$ cat src/hw/dtms_pkg.sv
/*
 * Shared types and constants of the DMA transfer mode sequencer.
 * Assumes a single clock domain and synchronous inputs.
 */
package dtms_pkg;

	// ==========================================================
	// Sizes, reset values and counts
	// ==========================================================
	localparam int          CH_COUNT    = 4;
	localparam int          LOG_DEPTH   = 16;
	localparam logic [15:0] CNT_LAST    = 16'h0000;
	localparam logic [15:0] ADDR_STEP   = 16'h0001;
	localparam logic [3:0]  MASK_RESET  = 4'hF;
	localparam logic [3:0]  DACK_IDLE   = 4'hF;
	localparam logic [1:0]  WAIT_STATES = 2'h1;

	// ==========================================================
	// Enumerations
	// ==========================================================
	typedef enum logic [1:0] {
		MODE_DEMAND, MODE_SINGLE, MODE_BLOCK, MODE_CASCADE
	} dtms_mode_type;

	typedef enum logic [1:0] {
		TYPE_VERIFY, TYPE_WRITE, TYPE_READ, TYPE_SPARE
	} dtms_xfer_type;

	typedef enum logic [3:0] {
		ST_IDLE, ST_HOLD, ST_S0, ST_S1, ST_S2, ST_S3, ST_S4,
		ST_CASC, ST_REL
	} dtms_state_type;

	// ==========================================================
	// Structures
	// ==========================================================
	typedef struct packed {
		dtms_mode_type mode;
		dtms_xfer_type xtype;
		logic          address_decrement_select;
		logic          autoinit;
	} dtms_cfg_type;

	typedef struct packed {
		logic [15:0] base_addr;
		logic [15:0] base_cnt;
		logic [15:0] cur_addr;
		logic [15:0] cur_cnt;
	} dtms_chan_type;

	typedef struct packed {
		logic [1:0]  ch;
		logic        tc;
		logic [15:0] addr;
	} dtms_log_type;

	typedef struct packed {
		dtms_state_type      st;
		logic [1:0]          ch;
		logic [1:0]          last;
		logic                m2m;
		logic                phase;
		logic [1:0]          wait_cnt;
		logic [7:0]          temp;
		logic [3:0]          mask;
		logic [3:0]          tc_status;
		dtms_cfg_type [3:0]  cfg;
		dtms_chan_type [3:0] chan;
		logic                hold;
		logic [3:0]          dack_n;
		logic                memr_n;
		logic                memw_n;
		logic                ior_n;
		logic                iow_n;
		logic [15:0]         addr;
		logic                addr_oe;
		logic                sd_oe;
		logic                tc_pulse;
	} dtms_regs_type;

	localparam dtms_regs_type REGS_RESET = '{
		st: ST_IDLE, mask: MASK_RESET, dack_n: DACK_IDLE,
		memr_n: 1'b1, memw_n: 1'b1, ior_n: 1'b1, iow_n: 1'b1,
		default: '0};

endpackage

$ cat src/hw/dtms_sequencer.sv
/*
 * Channel sequencer of a four channel DMA controller, with a transfer
 * log FIFO. Assumes synchronous inputs, an external bus hold handshake
 * and a consumer that drains the log FIFO.
 */
// Notes on behaviour
// - Each channel runs single, block, demand or cascade mode.
// - Single mode does one transfer, drops hold, waits grant removal.
// - Each transfer decrements count and steps address up or down; ch0 address stays fixed in a copy with ch0_addr_hold.
// - Count wrapping past zero sets status bit and pulses terminal count.
// - Without auto-init, terminal count sets the mask bit and stops.
// - Block mode starts on request or software, runs to terminal count.
// - Demand mode runs while request stays, stops on withdrawal or count.
// - Cascade channel drives no address or command, forwards hold grant.
// - During cascade grant only hold grant and its request are watched.
// - Word-wide controller has channel 0 permanently in cascade.
// - Acknowledges reset active-low and inactive; polarity is fixed.
// - Read type drives address, memory read and I/O write together.
// - Write type drives address, memory write and I/O read together.
// - Verify runs the full sequence with no commands, ignores ready.
// - Memory copy uses channels 0 and 1, enabled, started by channel 0.
// - Copy holds read byte in temp, drives it on write; ends at ch1 count.
// - Auto-init reloads current from base copies; base only CPU written.
// - Fixed priority ranks channel 0 first; service runs uninterrupted.
// - Rotating priority puts last serviced channel lowest.
// - Hold raised at once; priority frozen at grant until grant drops.
// - After grant, resolve and acknowledge, address, command, ready, end.

// ==============================================================
// Log FIFO
// ==============================================================
module dtms_fifo #(
	parameter int WIDTH = 19,
	parameter int DEPTH = 16
) (
	// Clock and reset
	input  wire logic             mclk,
	input  wire logic             resetn,
	input  wire logic             ce,
	// Fill side
	input  wire logic             in_valid,
	output logic                  in_ready,
	input  wire logic [WIDTH-1:0] in_data,
	// Drain side
	output logic                  out_valid,
	input  wire logic             out_ready,
	output logic [WIDTH-1:0]      out_data
);
	localparam int AW = $clog2(DEPTH);
	localparam logic [AW:0] FULL = (AW+1)'(DEPTH);

	typedef struct packed {
		logic [AW-1:0] wr;
		logic [AW-1:0] rd;
		logic [AW:0]   cnt;
	} dtms_fifo_state_type;

	dtms_fifo_state_type q;
	dtms_fifo_state_type d;
	logic [WIDTH-1:0]    mem [DEPTH];
	logic                do_wr;
	logic                do_rd;

	assign in_ready  = (q.cnt != FULL);
	assign out_valid = (q.cnt != '0);
	assign out_data  = mem[q.rd];
	assign do_wr     = in_valid && in_ready;
	assign do_rd     = out_valid && out_ready;

	always_comb begin
		d = q;
		if (do_wr) begin
			d.wr = q.wr + 1'b1;
		end
		if (do_rd) begin
			d.rd = q.rd + 1'b1;
		end
		d.cnt = q.cnt + (AW+1)'(do_wr) - (AW+1)'(do_rd);
	end

	always_ff @(posedge mclk or negedge resetn) begin
		if (!resetn) begin
			q <= '0;
		end else if (ce) begin
			q <= d;
		end
	end

	always_ff @(posedge mclk) begin
		if (ce && do_wr) begin
			mem[q.wr] <= in_data;
		end
	end
endmodule // dtms_fifo

// ==============================================================
// Sequencer
// ==============================================================
module dtms_sequencer #(
	parameter bit WORD_WIDE = 1'b0
) (
	// Clock and reset
	input  wire logic                     mclk,
	input  wire logic                     resetn,
	input  wire logic                     ce,
	// Peripheral requests and acknowledges
	input  wire logic [3:0]               dreq,
	output logic [3:0]                    dack_n,
	// Bus hold handshake
	output logic                          system_hold_request,
	input  wire logic                     hlda,
	// Bus commands and address
	output logic                          memr_n,
	output logic                          memw_n,
	output logic                          ior_n,
	output logic                          iow_n,
	output logic [15:0]                   addr,
	output logic                          addr_oe,
	input  wire logic                     iochrdy,
	// Data bus for memory copies
	input  wire logic [7:0]               sd_in,
	output logic [7:0]                    sd_out,
	output logic                          sd_oe,
	// Channel programming
	input  wire logic                     cfg_wr,
	input  wire logic [1:0]               cfg_sel,
	input  wire dtms_pkg::dtms_cfg_type   cfg_in,
	input  wire logic                     addr_wr,
	input  wire logic                     cnt_wr,
	input  wire logic [1:0]               wr_sel,
	input  wire logic [15:0]              wr_data,
	// Global control
	input  wire logic                     m2m_enable,
	input  wire logic                     ch0_addr_hold,
	input  wire logic                     rotate_priority,
	input  wire logic [3:0]               sw_request,
	input  wire logic [3:0]               mask_set,
	input  wire logic [3:0]               mask_clr,
	input  wire logic [3:0]               tc_clear,
	// Status
	output logic                          terminal_count_pulse,
	output logic [3:0]                    tc_status,
	output logic [3:0]                    mask,
	// Transfer log
	output logic                          log_valid,
	input  wire logic                     log_ready,
	output dtms_pkg::dtms_log_type        log_data
);
	import dtms_pkg::*;

	dtms_regs_type q;
	dtms_regs_type d;
	dtms_log_type  log_rec;
	logic [3:0]    req_c;
	logic [3:0]    step;
	logic [3:0]    tc_hit;
	logic [3:0]    ai_vec;
	logic [3:0]    tc_noai;
	logic [1:0]    pk;
	logic          push;
	logic          push_ready;
	logic          stop;
	logic          verify;
	logic          single_end;
	dtms_mode_type mode_v;

	// ==========================================================
	// Helpers
	// ==========================================================
	function automatic logic [1:0] pick(logic [3:0] r, logic [1:0] last,
			logic rot);
		logic [1:0] base;
		logic [1:0] idx;
		pick = 2'h0;
		base = rot ? last + 2'h1 : 2'h0;
		for (int k = 3; k >= 0; k--) begin
			idx = base + k[1:0];
			if (r[idx]) begin
				pick = idx;
			end
		end
	endfunction

	function automatic dtms_mode_type mode_of(logic [1:0] c);
		mode_of = (WORD_WIDE && c == 2'h0) ? MODE_CASCADE
		                                   : q.cfg[c].mode;
	endfunction

	function automatic dtms_chan_type advance(dtms_chan_type c,
			logic dec, logic fix, logic ai);
		advance = c;
		if (!fix) begin
			advance.cur_addr = dec ? c.cur_addr - ADDR_STEP
			                       : c.cur_addr + ADDR_STEP;
		end
		if (c.cur_cnt == CNT_LAST && ai) begin
			advance.cur_addr = c.base_addr;
			advance.cur_cnt  = c.base_cnt;
		end else begin
			advance.cur_cnt = c.cur_cnt - ADDR_STEP;
		end
	endfunction

	// ==========================================================
	// Next state
	// ==========================================================
	always_comb begin
		d          = q;
		d.tc_pulse = 1'b0;
		step       = '0;
		tc_hit     = '0;
		push       = 1'b0;
		stop       = 1'b0;
		single_end = 1'b0;
		req_c      = (dreq & ~q.mask) | sw_request;
		pk         = pick(req_c, q.last, rotate_priority);
		mode_v     = mode_of(q.ch);
		verify     = !q.m2m && q.cfg[q.ch].xtype == TYPE_VERIFY;
		for (int i = 0; i < CH_COUNT; i++) begin
			ai_vec[i] = q.cfg[i].autoinit;
		end
		if (cfg_wr) begin
			d.cfg[cfg_sel] = cfg_in;
		end
		if (addr_wr) begin
			d.chan[wr_sel].base_addr = wr_data;
			d.chan[wr_sel].cur_addr  = wr_data;
		end
		if (cnt_wr) begin
			d.chan[wr_sel].base_cnt = wr_data;
			d.chan[wr_sel].cur_cnt  = wr_data;
		end
		d.mask      = (q.mask | mask_set) & ~mask_clr;
		d.tc_status = q.tc_status & ~tc_clear;
		case (q.st)
			ST_IDLE: begin
				if (|req_c) begin
					d.hold = 1'b1;
					d.st   = ST_HOLD;
				end
			end
			ST_HOLD: begin
				if (!(|req_c)) begin
					d.hold = 1'b0;
					d.st   = ST_REL;
				end else if (hlda) begin
					d.st = ST_S0;
				end
			end
			ST_S0: begin
				d.phase = 1'b0;
				if (!(|req_c)) begin
					d.hold = 1'b0;
					d.st   = ST_REL;
				end else begin
					d.ch   = pk;
					d.last = pk;
					d.m2m  = m2m_enable && pk == 2'h0 &&
					         mode_of(pk) != MODE_CASCADE;
					if (mode_of(pk) == MODE_CASCADE) begin
						d.dack_n[pk] = 1'b0;
						d.st         = ST_CASC;
					end else begin
						d.dack_n[pk] = d.m2m;
						d.st         = ST_S1;
					end
				end
			end
			ST_CASC: begin
				if (!hlda || !dreq[q.ch]) begin
					d.hold   = 1'b0;
					d.dack_n = DACK_IDLE;
					d.st     = ST_REL;
				end
			end
			ST_S1: begin
				d.addr    = (q.m2m && q.phase) ? q.chan[1].cur_addr
				                               : q.chan[q.ch].cur_addr;
				d.addr_oe = 1'b1;
				d.st      = ST_S2;
			end
			ST_S2: begin
				if (q.m2m) begin
					d.memr_n = q.phase;
					d.memw_n = !q.phase;
					d.sd_oe  = q.phase;
				end else if (q.cfg[q.ch].xtype == TYPE_READ) begin
					d.memr_n = 1'b0;
					d.iow_n  = 1'b0;
				end else if (q.cfg[q.ch].xtype == TYPE_WRITE) begin
					d.memw_n = 1'b0;
					d.ior_n  = 1'b0;
				end
				d.wait_cnt = WAIT_STATES;
				d.st       = ST_S3;
			end
			ST_S3: begin
				if (q.wait_cnt != 2'h0) begin
					d.wait_cnt = q.wait_cnt - 2'h1;
				end else if (verify || iochrdy) begin
					d.memr_n = 1'b1;
					d.memw_n = 1'b1;
					d.ior_n  = 1'b1;
					d.iow_n  = 1'b1;
					d.sd_oe  = 1'b0;
					if (q.m2m && !q.phase) begin
						d.temp = sd_in;
					end
					d.st = ST_S4;
				end
			end
			ST_S4: begin
				if (q.m2m && !q.phase) begin
					d.phase = 1'b1;
					d.st    = ST_S1;
				end else if (push_ready) begin
					push  = 1'b1;
					step  = q.m2m ? 4'h3 : 4'h1 << q.ch;
					for (int i = 0; i < CH_COUNT; i++) begin
						if (step[i]) begin
							tc_hit[i] = q.chan[i].cur_cnt == CNT_LAST;
							d.chan[i] = advance(q.chan[i],
								q.cfg[i].address_decrement_select,
								i == 0 && q.m2m && ch0_addr_hold,
								q.cfg[i].autoinit);
							if (tc_hit[i]) begin
								d.tc_status[i] = 1'b1;
								d.tc_pulse     = 1'b1;
								if (!q.cfg[i].autoinit) begin
									d.mask[i] = 1'b1;
								end
							end
						end
					end
					d.phase = 1'b0;
					if (q.m2m) begin
						stop = tc_hit[1];
					end else begin
						case (mode_v)
							MODE_SINGLE: begin
								stop       = 1'b1;
								single_end = 1'b1;
							end
							MODE_BLOCK: begin
								stop = tc_hit[q.ch];
							end
							MODE_DEMAND: begin
								stop = tc_hit[q.ch] || !req_c[q.ch];
							end
							default: begin
								stop = 1'b1;
							end
						endcase
					end
					if (stop) begin
						d.hold    = 1'b0;
						d.dack_n  = DACK_IDLE;
						d.addr_oe = 1'b0;
						d.st      = ST_REL;
					end else begin
						d.st = ST_S1;
					end
				end
			end
			ST_REL: begin
				if (!hlda) begin
					d.st = ST_IDLE;
				end
			end
			default: begin
				d = REGS_RESET;
			end
		endcase
		tc_noai = tc_hit & ~ai_vec;
	end

	assign log_rec.ch   = q.m2m ? 2'h1 : q.ch;
	assign log_rec.tc   = |tc_hit;
	assign log_rec.addr = q.addr;

	always_ff @(posedge mclk or negedge resetn) begin
		if (!resetn) begin
			q <= REGS_RESET;
		end else if (ce) begin
			q <= d;
		end
	end

	// ==========================================================
	// Log FIFO and outputs
	// ==========================================================
	dtms_fifo #(
		.WIDTH ($bits(dtms_log_type)),
		.DEPTH (LOG_DEPTH)
	) u_log (
		.mclk      (mclk),
		.resetn    (resetn),
		.ce        (ce),
		.in_valid  (push && ce),
		.in_ready  (push_ready),
		.in_data   (log_rec),
		.out_valid (log_valid),
		.out_ready (log_ready),
		.out_data  (log_data)
	);

	assign dack_n               = q.dack_n;
	assign system_hold_request  = q.hold;
	assign memr_n               = q.memr_n;
	assign memw_n               = q.memw_n;
	assign ior_n                = q.ior_n;
	assign iow_n                = q.iow_n;
	assign addr                 = q.addr;
	assign addr_oe              = q.addr_oe;
	assign sd_out               = q.temp;
	assign sd_oe                = q.sd_oe;
	assign terminal_count_pulse = q.tc_pulse;
	assign tc_status            = q.tc_status;
	assign mask                 = q.mask;
endmodule // dtms_sequencer

$ cat config.mk
export PLATFORM = sky130hd
export DESIGN_NAME = dtms_sequencer
export DESIGN_NICKNAME = d
export VERILOG_FILES = /design/src/hw/dtms_pkg.sv /design/src/hw/dtms_sequencer.sv
export SDC_FILE = /design/constraint.sdc
export NUM_CORES = 1
export LEC_CHECK = 0
export ABC_CLOCK_PERIOD_IN_PS = 3900
export BUFFER_PORTS_ARGS = -buffer_cell sky130_fd_sc_hd__buf_4
export CAP_MARGIN = 30
export CELL_PAD_IN_SITES_DETAIL_PLACEMENT = 1
export CELL_PAD_IN_SITES_GLOBAL_PLACEMENT = 1
export CORE_ASPECT_RATIO = 1.25
export CORE_MARGIN = 2
export CORE_UTILIZATION = 52
export CTS_BUF_LIST = sky130_fd_sc_hd__clkbuf_2
export CTS_CLUSTER_DIAMETER = 60
export CTS_CLUSTER_SIZE = 14
export DETAILED_ROUTE_END_ITERATION = 6
export PLACE_DENSITY = 0.89
export SYNTH_ARGS = -nofsm -noshare
export SYNTH_HDL_FRONTEND = slang
export SYNTH_SLANG_ARGS = --single-unit
$ cat constraint.sdc
create_clock -name mclk -period 3.9 [get_ports mclk]
set_input_delay 0.39 -clock mclk [delete_from_list [all_inputs] [get_ports mclk]]
set_output_delay 0.39 -clock mclk [all_outputs]
set_load 0.01 [all_outputs]
Word level (Yosys, flattened, before mapping)
Memories as Yosys holds them, arrays and structs flattened.
Index checks and enable logic that the tools add are counted.
Storage, ports and cells
  bits in registers: 349
  RAM bits: 304
  output and inout port bits: 64
  word-level logic and storage cells: 400
  memories kept: 1
Cells by class
  add/sub/neg operators: 21
  order comparisons: 11
  equality and inequality tests: 42
  shifts and indexed selects: 1
  muxes and demuxes: 182
  bitwise gates (word level): 18
  reduce and logical (&&, ||, !) cells: 70
Memories
  u_log.mem: depth 16, width 19, rd ports 1, clocked after Yosys merged registers in 0, wr ports 1, RTL line dtms_sequencer.sv:60  | logic [WIDTH-1:0] mem [DEPTH];
Operators with widths (number)
  256-bit bitwise mux: 4
  261-bit 2-to-1 mux: 2
  64-bit demux with 2-bit select: 4
  256-bit 2-to-1 mux: 2
  256-bit case mux with 2 select lines: 1
  64-bit 2-to-1 mux: 5
  16-bit 2-to-1 mux: 15
  64-bit binary-select mux with 2-bit select: 1
  16-bit by 1-bit subtractor with 16-bit output, second input constant: 8
  4-bit 2-to-1 mux: 19
  1-bit 2-to-1 mux: 75
  16-bit by 1-bit adder with 16-bit output, second input constant: 4
  16-bit zero test: 4
  32-bit 2-to-1 mux: 2
  24-bit 2-to-1 mux: 2
  48-bit 2-to-1 mux: 1
  8-bit 2-to-1 mux: 5
  4-bit case mux with 9 select lines: 1
  2-bit != test, second input constant: 16
  16-bit case mux with 2 select lines: 1
  8-bit case mux with 2 select lines: 2
  8-bit OR reduction: 4
  6-bit binary-select mux with 2-bit select: 2
  24-bit bitwise mux: 1
  58 further kinds: 164

Longest topological paths before layout
Gate-level depths: netlist (run 1).
  word-level depth: 18
  depth in mapped cells: 17
  mapped depth without buffers: 17

Modules after synthesis
A second synthesis (run 1) with hierarchy kept.
Second synthesis, totals
  cell total of the unflattened synthesis: 3024
  area total of the unflattened synthesis: 33738.6 um^2
Modules (own cells, without submodules)
  dtms_sequencer: instances 1, cells an instance 2392, area an instance 21217.8 um^2
  dtms_fifo: instances 1, cells an instance 632, area an instance 12520.8 um^2

Worst setup path after synthesis (run 1)
No wires, ideal clock.
  path type: flip-flop to flip-flop
  start point: reg q[332] in the netlist's numbering
  end point: mem u_log.mem[1][0] (enable)
  arrival time: 3098 ps
  path slack: 358 ps
  stages on the path, launching flop included: 7
  buffers on the path: 1
  period minus slack after synthesis: 3542 ps
  path through: dfrtp_1 -> buf_6 -> nor2b_1 -> nand2_1 -> nor2_1 -> nand2_1 -> nor4_1
Between the ends
  cells in the longest elaborated chain, start to end: 7
RTL lines
  from (decl): RTL line dtms_sequencer.sv:151  | dtms_regs_type q;
  from (signal assigned): RTL line dtms_sequencer.sv:383  | q <= REGS_RESET;
  from (signal assigned): RTL line dtms_sequencer.sv:385  | q <= d;
  4-bit by 3-bit equality test with 1-bit output
  1-bit 2-to-1 mux: RTL line dtms_sequencer.sv:235  | case (q.st)
  1-bit logical AND: RTL line dtms_sequencer.sv:399  | .in_valid (push && ce),
  1-bit logical AND: RTL line dtms_sequencer.sv:67  | assign do_wr = in_valid && in_ready;
  1-bit logical AND: RTL line dtms_sequencer.sv:90  | if (ce && do_wr) begin
  1-bit 2-to-1 mux: RTL line dtms_sequencer.sv:90
  1-bit 2-to-1 mux (not written as such): RTL line dtms_sequencer.sv:91  | mem[q.wr] <= in_data;
  to (decl): RTL line dtms_sequencer.sv:60
No other way between the ends.

==> key figures, run 1 <==
Outcome
  • Outcome: completed

Yosys
  • Seq/Total Area, Yosys: 0.537
  • Post-synthesis xor/xnor area fraction: 0.0269
  • Simple-gate share of the synthesized area: 0.115
  • Synth Warn #: 0
  • #FFs+latches synth: 651
  • Mapped Cells: around 3000
  • Post-synthesis mux area share: 0.0790
  • Post-Synth Adder-Cell Area: 0.0324
  • Post-Syn Area: 33200 sq um
  • Post-synth cell types: 92
  • Post-synthesis compound-gate area fraction: 0.171
  • Number of flops mapped to enable cells by yosys: roughly 300
  • Main flop type after synthesis: dfrtp_1
  • Avg Cell Area, Syn: roughly 11 sq um
  • Synth Net Count: roughly 3100
  • Combinational family with the most area after synthesis: compound AO/OA/AOI/OAI gates
  • Async SR Flop Fraction: 0.533

Critical path
  • Critical Path Start Type: flop
  • R2r setup slk: roughly 76 ps
  • Critical Path RT: 5110 ps
  • Worst r2r src: q[331]
  • Crit Path Category: flop to flop
  • Critical-path cell list: inv_1 > ha_1 > a21o_1 > a21oi_1 > dlygate4sd3_1 > a21oi_2 > nor4_1 > dlygate4sd3_1 > a21o_1
  • RR Endpoint: q[327]
  • Setup crit end kind: flop
  • CP Max Fanout: 16
  • Slowest cell on crit path: dfrtp_2
  • Worst Path Arrival: around 5000 ps
  • Worst R2R Path Depth: 9
  • Max incr delay on CP: approximately 700 ps

Placement
  • DP Area: around 35000 sq um
  • Gpl congestion: between 0.9 and 1
  • Placed wire-length estimate: roughly 77000 um
  • Placed Cells: between 3000 and 4000
  • IO Port Bufs: between 100 and 150

GRT
  • Vias in the first global route: between 20000 and 30000
  • GRT Overall Usage: 0.369
  • Largest net degree at the start of global routing: 94
  • Global-route wire length before repair: approximately 180000 um
  • Overflow after GRT: 0
  • Initial antenna violation count: 6

Clock tree
  • Htree depth: 2
  • CTS sink count: 651
  • Clock root cell: clkbuf_2
  • CTS buffer count: 57
  • Worst-path clk slew: between 300 and 400 ps
  • Clk Latency, worst-skew pair: between 1000 and 1500 ps
  • CTS tree: yes
  • Max clock buf depth: 3

Detailed routing
  • DR iter-0 viols: roughly 2400
  • Via/cell ratio: about 6.8
  • Wire length per cell: around 30 um
  • Total number of vias: ~27000
  • DRC Markers: 0
  • Post-route ant nets: 0
  • DRT Pass-1 Iters: 7
  • WL final: ~120000 um

Layout
  • Commonest non-fill, non-tap cell in the layout: nand2_1
  • Non-filler cells, final: 4034
  • Layout area overhead: 11.7%
  • Nets@finish: 3295
  • Post-route cell area: around 37000 sq um
  • Leading cell types in the layout, fill and taps excluded: nand2_1 (359), dfrtp_1 (332), edfxtp_1 (304)
  • Core Util, Final: 0.588
  • Share of layout cells above drive strength 1: 0.164

Floorplan
  • Row count: between 100 and 150
  • Initial Util: 0.526
  • Die H: between 200 and 300 um
  • Die area: 65900 sq um
  • Die width: about 230 um
  • Placeable Area: between 60000 and 70000 sq um
  • I/O pin count: 130

Job
  • Max cap viols: 0

Hold path
  • Min-delay src: tc_clear[1]
  • Worst Hold Class: input pin to flop
  • Hold path cells: 5
  • Hold EP: tc_status[1]

Timing
  • Final Cycle Share: 0.980
  • Period minus WS final: 3820 ps
  • Relative slew slack: 0.307
  • Fin. max-slew vios: 0
  • Worst slew pin tran: 1040 ps
  • Fin. Hold Viols: 0
  • TNS Setup: 0 ps
  • Endpoints failing setup: 0
  • Clock skew: 136 ps
  • Maximum clock rate: 0.262 GHz

Power
  • Peak supply drop: 0.000364 V
  • LEAKAGE: 15.2 nW
  • P per Cell Area: 731 nW/um^2
[layout make-up]
type / count / area [sq um]
Inverter: 64 / 244
Clock inverter: 16 / 165
Multi-Input combinational cell: 2005 / 14200
Antenna cell: 6 / 15.0
Timing Repair Buffer: 367 / 3190
Tap cell: 840 / 1050
Fill cell: 6613 / 26000
Sequential cell: 651 / 17800
Clock buffer: 85 / 425
[flip-flops by register name, indices dropped and copies added (netlist names), 8 cells and up]
register,cells
addr,16
sd_out,8
u_log.mem,304
u_log.q,13
q,286
[report_power, final]
group	internal (mW)	leakage (nW)	switching, mW
clock network	0.746	0.431	2.42
logic	5.48	7.43	6.94
registers	9.22	7.33	2.34
[cell families after synthesis]
family | count (synthesis)
multiplexers | 138
AND/OR/NAND/NOR | 832
flip-flops | 651
adder cells (fa/ha/maj) | 83
buffers and inverters | 290
AO/OA/AOI/OAI | 850
XOR/XNOR | 102
[critical path: cells and delay by family (launching register included)]
family / cells / cell delay [ps]
simple gates: 1 / 470
compound gates: 4 / 660
fa+ha+maj: 1 / 450
buf+inv: 3 / 1490
flops: 1 / 700
[worst max path at each step]
stage / end / depth (start not counted) / from / slack [ps]
2_1_floorplan: u_log.mem[1][0] / 6 / q[332] / 360
3_3_place_gp: q[123] / 9 / q[291] / 680
3_5_place_dp: q[123] / 9 / q[291] / 480
4_1_cts: log_data[0] / 5 / u_log.q[5] / 8
5_1_grt: log_data[8] / 5 / u_log.q[5] / -3
6_report: q[327] / 9 / q[331] / 80
[Yosys cell counts, types with 11 or more instances]
master | count | area share
buf_4 | 41 | 0.0093
nand4_1 | 11 | 0.0021
or2_2 | 13 | 0.0024
mux4_2 | 98 | 0.066
xnor2_1 | 68 | 0.018
a221oi_1 | 13 | 0.0034
nor2_1 | 174 | 0.020
a22oi_1 | 15 | 0.0034
nand2_1 | 360 | 0.041
clkbuf_1 | 162 | 0.018
o31ai_1 | 15 | 0.0034
a211oi_1 | 48 | 0.011
a21o_1 | 24 | 0.0054
a32oi_1 | 11 | 0.0029
mux2_2 | 11 | 0.0037
a21oi_1 | 160 | 0.024
inv_1 | 63 | 0.0071
nor3_1 | 63 | 0.0095
o211ai_1 | 16 | 0.0036
dfstp_2 | 12 | 0.0095
xor2_1 | 34 | 0.0090
nor2b_1 | 19 | 0.0036
and3_1 | 31 | 0.0058
buf_2 | 12 | 0.0018
nand3_1 | 55 | 0.0083
and2_1 | 14 | 0.0026
a22o_1 | 162 | 0.043
or3_1 | 15 | 0.0028
mux2i_1 | 28 | 0.0084
o22ai_1 | 12 | 0.0023
edfxtp_1 | 304 | 0.27
dfrtp_1 | 335 | 0.25
o21ai_0 | 242 | 0.036
a31oi_1 | 19 | 0.0036
ha_1 | 78 | 0.029
nor4_1 | 25 | 0.0047
[routing by layer]
metal / global-route usage / vias up / part of all wire
li1: - / 11400 / -
met1: 0.417 / 13900 / 0.35
met2: 0.641 / 1417 / 0.51
met3: 0.0648 / 543 / 0.069
met4: 0.245 / 8 / 0.076
met5: 0 / - / 0.00041
[timing repair]
action | CTS | global route
hold buffers | 116 | 0
setup endpoints to repair | 19 | 9
setup buffers | 9 | 0
hold endpoints to repair | 674 | 0
gates resized for setup | 2 | 7
cloned | 0 | 0
[per-stage QoR]
stage	total power [mW]	setup slack (ps)	hold slack [ps]
final	27.1	76.1	22.7
after global routing	28.4	-3.30	1.91
after CTS	26.5	7.88	2.21
after detailed placement	23.1	476	473
after global placement	22.2	683	459
after floorplan	18.9	358	94.4
Note: power is estimated with default switching activity, not from simulation.
==> run 2, diff against run 1 <==
--- a/config.mk
+++ b/config.mk
@@ -10,7 +10,6 @@
 export CAP_MARGIN = 30
 export CELL_PAD_IN_SITES_DETAIL_PLACEMENT = 1
 export CELL_PAD_IN_SITES_GLOBAL_PLACEMENT = 1
-export CORE_ASPECT_RATIO = 1.25
 export CORE_MARGIN = 2
 export CORE_UTILIZATION = 52
 export CTS_BUF_LIST = sky130_fd_sc_hd__clkbuf_2
==> key figures, run 2 (synthesis results as in run 1) <==
Floorplan
  • Placeable Area: 63100 sq um (-0.11%)
  • Die width: 257 um (+12%)
  • Die H: 257 um (-10%)
  • Initial Util: 0.527 (+0.000564)
  • Row count: 92 (-11%)
  • Die area: 65900 sq um (about the same)
  • I/O pin count: 130 (unchanged)

Critical path
  • R2r setup slk: -10 ps (-90 ps)
  • Worst r2r src: q[330]
  • Critical-path cell list: buf_4 > inv_1 > ha_1 > xnor2_1 > nand2_1 > mux2i_1 > o21ai_0 > a21oi_2 > buf_4 > nor4_1 > nand3b_1 > dlygate4sd3_1
  • RR Endpoint: dack_n[0]
  • Critical Path Start Type: flop
  • Worst R2R Path Depth: 12 (+3)
  • Max incr delay on CP: 580 ps (-120 ps)
  • Setup crit end kind: flop
  • Cell repeated most along the worst path: buf_4
  • Worst Path Arrival: 5070 ps (+30 ps)
  • Crit Path Category: flop to flop
  • Critical Path RT: 5060 ps (-50 ps)
  • CP Max Fanout: 12 (-4)
  • Slowest cell on crit path: dlygate4sd3_1

Timing
  • Final Cycle Share: 1.00 (+0.0220)
  • Worst hold slack: 76.9 ps (+54.2 ps)
  • Clock skew: 121 ps (-14.7 ps)
  • Relative slew slack: 0.345 (+0.0375)
  • Maximum clock rate: 0.256 GHz (-2.2%)
  • Worst slew pin tran: 979 ps (-56.1 ps)
  • Period minus WS final: 3910 ps (+85.8 ps)
  • Fin. Hold Viols: 0 (unchanged)
  • Fin. max-slew vios: 0 (unchanged)
  • Setup ws final: -9.75 ps (-85.8 ps)
  • Endpoints failing setup: 2 (+2)

Detailed routing
  • WL final: 120000 um (-1.0%)
  • Via/cell ratio: 6.84 (+0.89%)
  • Wire length per cell: 29.7 um (-1.4%)
  • DR iter-0 viols: 2812 (+15%)
  • DRC Markers: 0 (unchanged)
  • Post-route ant nets: 0 (unchanged)
  • Total number of vias: 27700 (+1.3%)
  • DRT Pass-1 Iters: 6 (-1)

Power
  • Pint: 15.6 mW (+0.96%)
  • Peak supply drop: 0.000380 V (+4.1%)
  • Logic pwr share: 0.458 (about the same)
  • Reg power frac: 0.424 (-0.002)
  • Switching share of power: 0.429 (-0.00180)
  • P_sw: 11.7 mW (+0.22%)
  • P per Cell Area: 733 nW/um^2 (+0.23%)
  • LEAKAGE: 15.3 nW (+0.41%)
  • Clk pwr share: 0.118 (about the same)

Outcome
  • Outcome: complete, but fails checks
  • Failing checks: setup timing

GRT
  • Overflow after GRT: 0 (unchanged)
  • GRT Overall Usage: 0.365 (-0.00338)
  • Largest net degree at the start of global routing: 86 (-8.5%)
  • Global-route wire length before repair: 184000 um (about the same)
  • Initial antenna violation count: 8 (+2)
  • Vias in the first global route: 29200 (-1.1%)

Job
  • Max cap viols: 0 (unchanged)

Placement
  • Placed wire-length estimate: 74000 um (-3.9%)
  • Gpl congestion: 0.964 (-0.84%)
  • IO Port Bufs: 129 (unchanged)
  • Placed Cells: 3806 (+0.16%)
  • Placement Setup Slack: 432 ps (-44.1 ps)
  • DP Area: 35200 sq um (about the same)

Clock tree
  • CTS tree: yes
  • Worst-path clk slew: 240 ps (-90 ps)
  • CTS sink count: 651 (unchanged)
  • Clk Latency, worst-skew pair: 1260 ps (-70 ps)
  • Max clock buf depth: 3 (unchanged)
  • Clock root cell: clkbuf_2
  • Htree depth: 2 (unchanged)
  • CTS buffer count: 59 (+3.5%)

Layout
  • Layout area overhead: 12.1%
  • Nets@finish: 3302 (+0.21%)
  • Share of layout cells above drive strength 1: 0.164 (about the same)
  • Leading cell types in the layout, fill and taps excluded: nand2_1 (359), dfrtp_1 (331), edfxtp_1 (304)
  • Core Util, Final: 0.591 (+0.00301)
  • Non-filler cells, final: 4050 (+0.40%)
  • Commonest non-fill, non-tap cell in the layout: nand2_1
  • Largest register FFs: 304 (unchanged)
  • Post-route cell area: 37300 sq um (+0.40%)
  • Reg with most FFs: u_log.mem

Hold path
  • Worst Hold Class: input pin to flop
  • Hold path cells: 5 (unchanged)
  • Min-delay src: tc_clear[1]
  • Hold EP: tc_status[1]
-- run 2: power groups by stage --
| stage | Combinational [mW] | Clock, mW | Sequential, mW |
|---|---|---|---|
| global placement | 10.7 | 0 | 11.4 |
| CTS | 12.0 | 3.24 | 11.4 |
| finish | 12.5 | 3.23 | 11.6 |
| global route | 13.5 | 3.48 | 11.7 |
| detailed placement | 11.5 | 0 | 11.6 |
| floorplan | 8.33 | 0 | 10.5 |
-- run 2: area by class of cell --
class	count	area, sq um
Antenna cell	7	17.5
Fill cell	6647	25800
Timing Repair Buffer	372	3250
Clock inverter	24	244
Tap cell	846	1060
Clock buffer	81	405
Inverter	64	240
Multi-Input combinational cell	2005	14200
Sequential cell	651	17800
-- run 2: timing repair --
item / CTS / global route
hold endpoints to repair: 664 / 0
hold buffers: 126 / 0
resized for setup: 1 / 10
endpoints found under the setup margin: 19 / 8
setup buffers: 4 / 0
pin swaps: 0 / 0
-- run 2: per-layer routing --
layer  up-vias  track usage  part of all wire
met4         4        0.203             0.061
met1     14100        0.452              0.37
met5         -            0           0.00022
met2      1574        0.606              0.49
met3       498       0.0682             0.083
li1      11500            -                 -
-- run 2: stage by stage --
| stage | TNS (ps) | power [mW] |
|---|---|---|
| CTS | 0 | 26.6 |
| global route | -80.1 | 28.7 |
| detailed placement | 0 | 23.0 |
| floorplan | 0 | 18.9 |
| finish | -17.8 | 27.3 |
| global placement | 0 | 22.1 |
-- run 2: worst max-delay path: cells and delay by family, from the launching register on --
family	cells	cell delay (ps)
buffers and inverters	4	1270
AOI/OAI and AO/OA	2	450
and+or+nand+nor	3	810
muxes	1	170
xor gates and xnor gates	1	170
adders and majority gates	1	560
DFF	1	400
-- run 2: worst max path at each step --
stage,startpoint,end,depth (start not counted)
after floorplan,q[332],u_log.mem[1][0],6
after global placement,q[220],q[249],11
after detailed placement,u_log.q[3],u_log.q[4],17
after CTS,u_log.q[6],log_data[9],4
after global routing,q[330],dack_n[0],12
final,q[330],dack_n[0],12
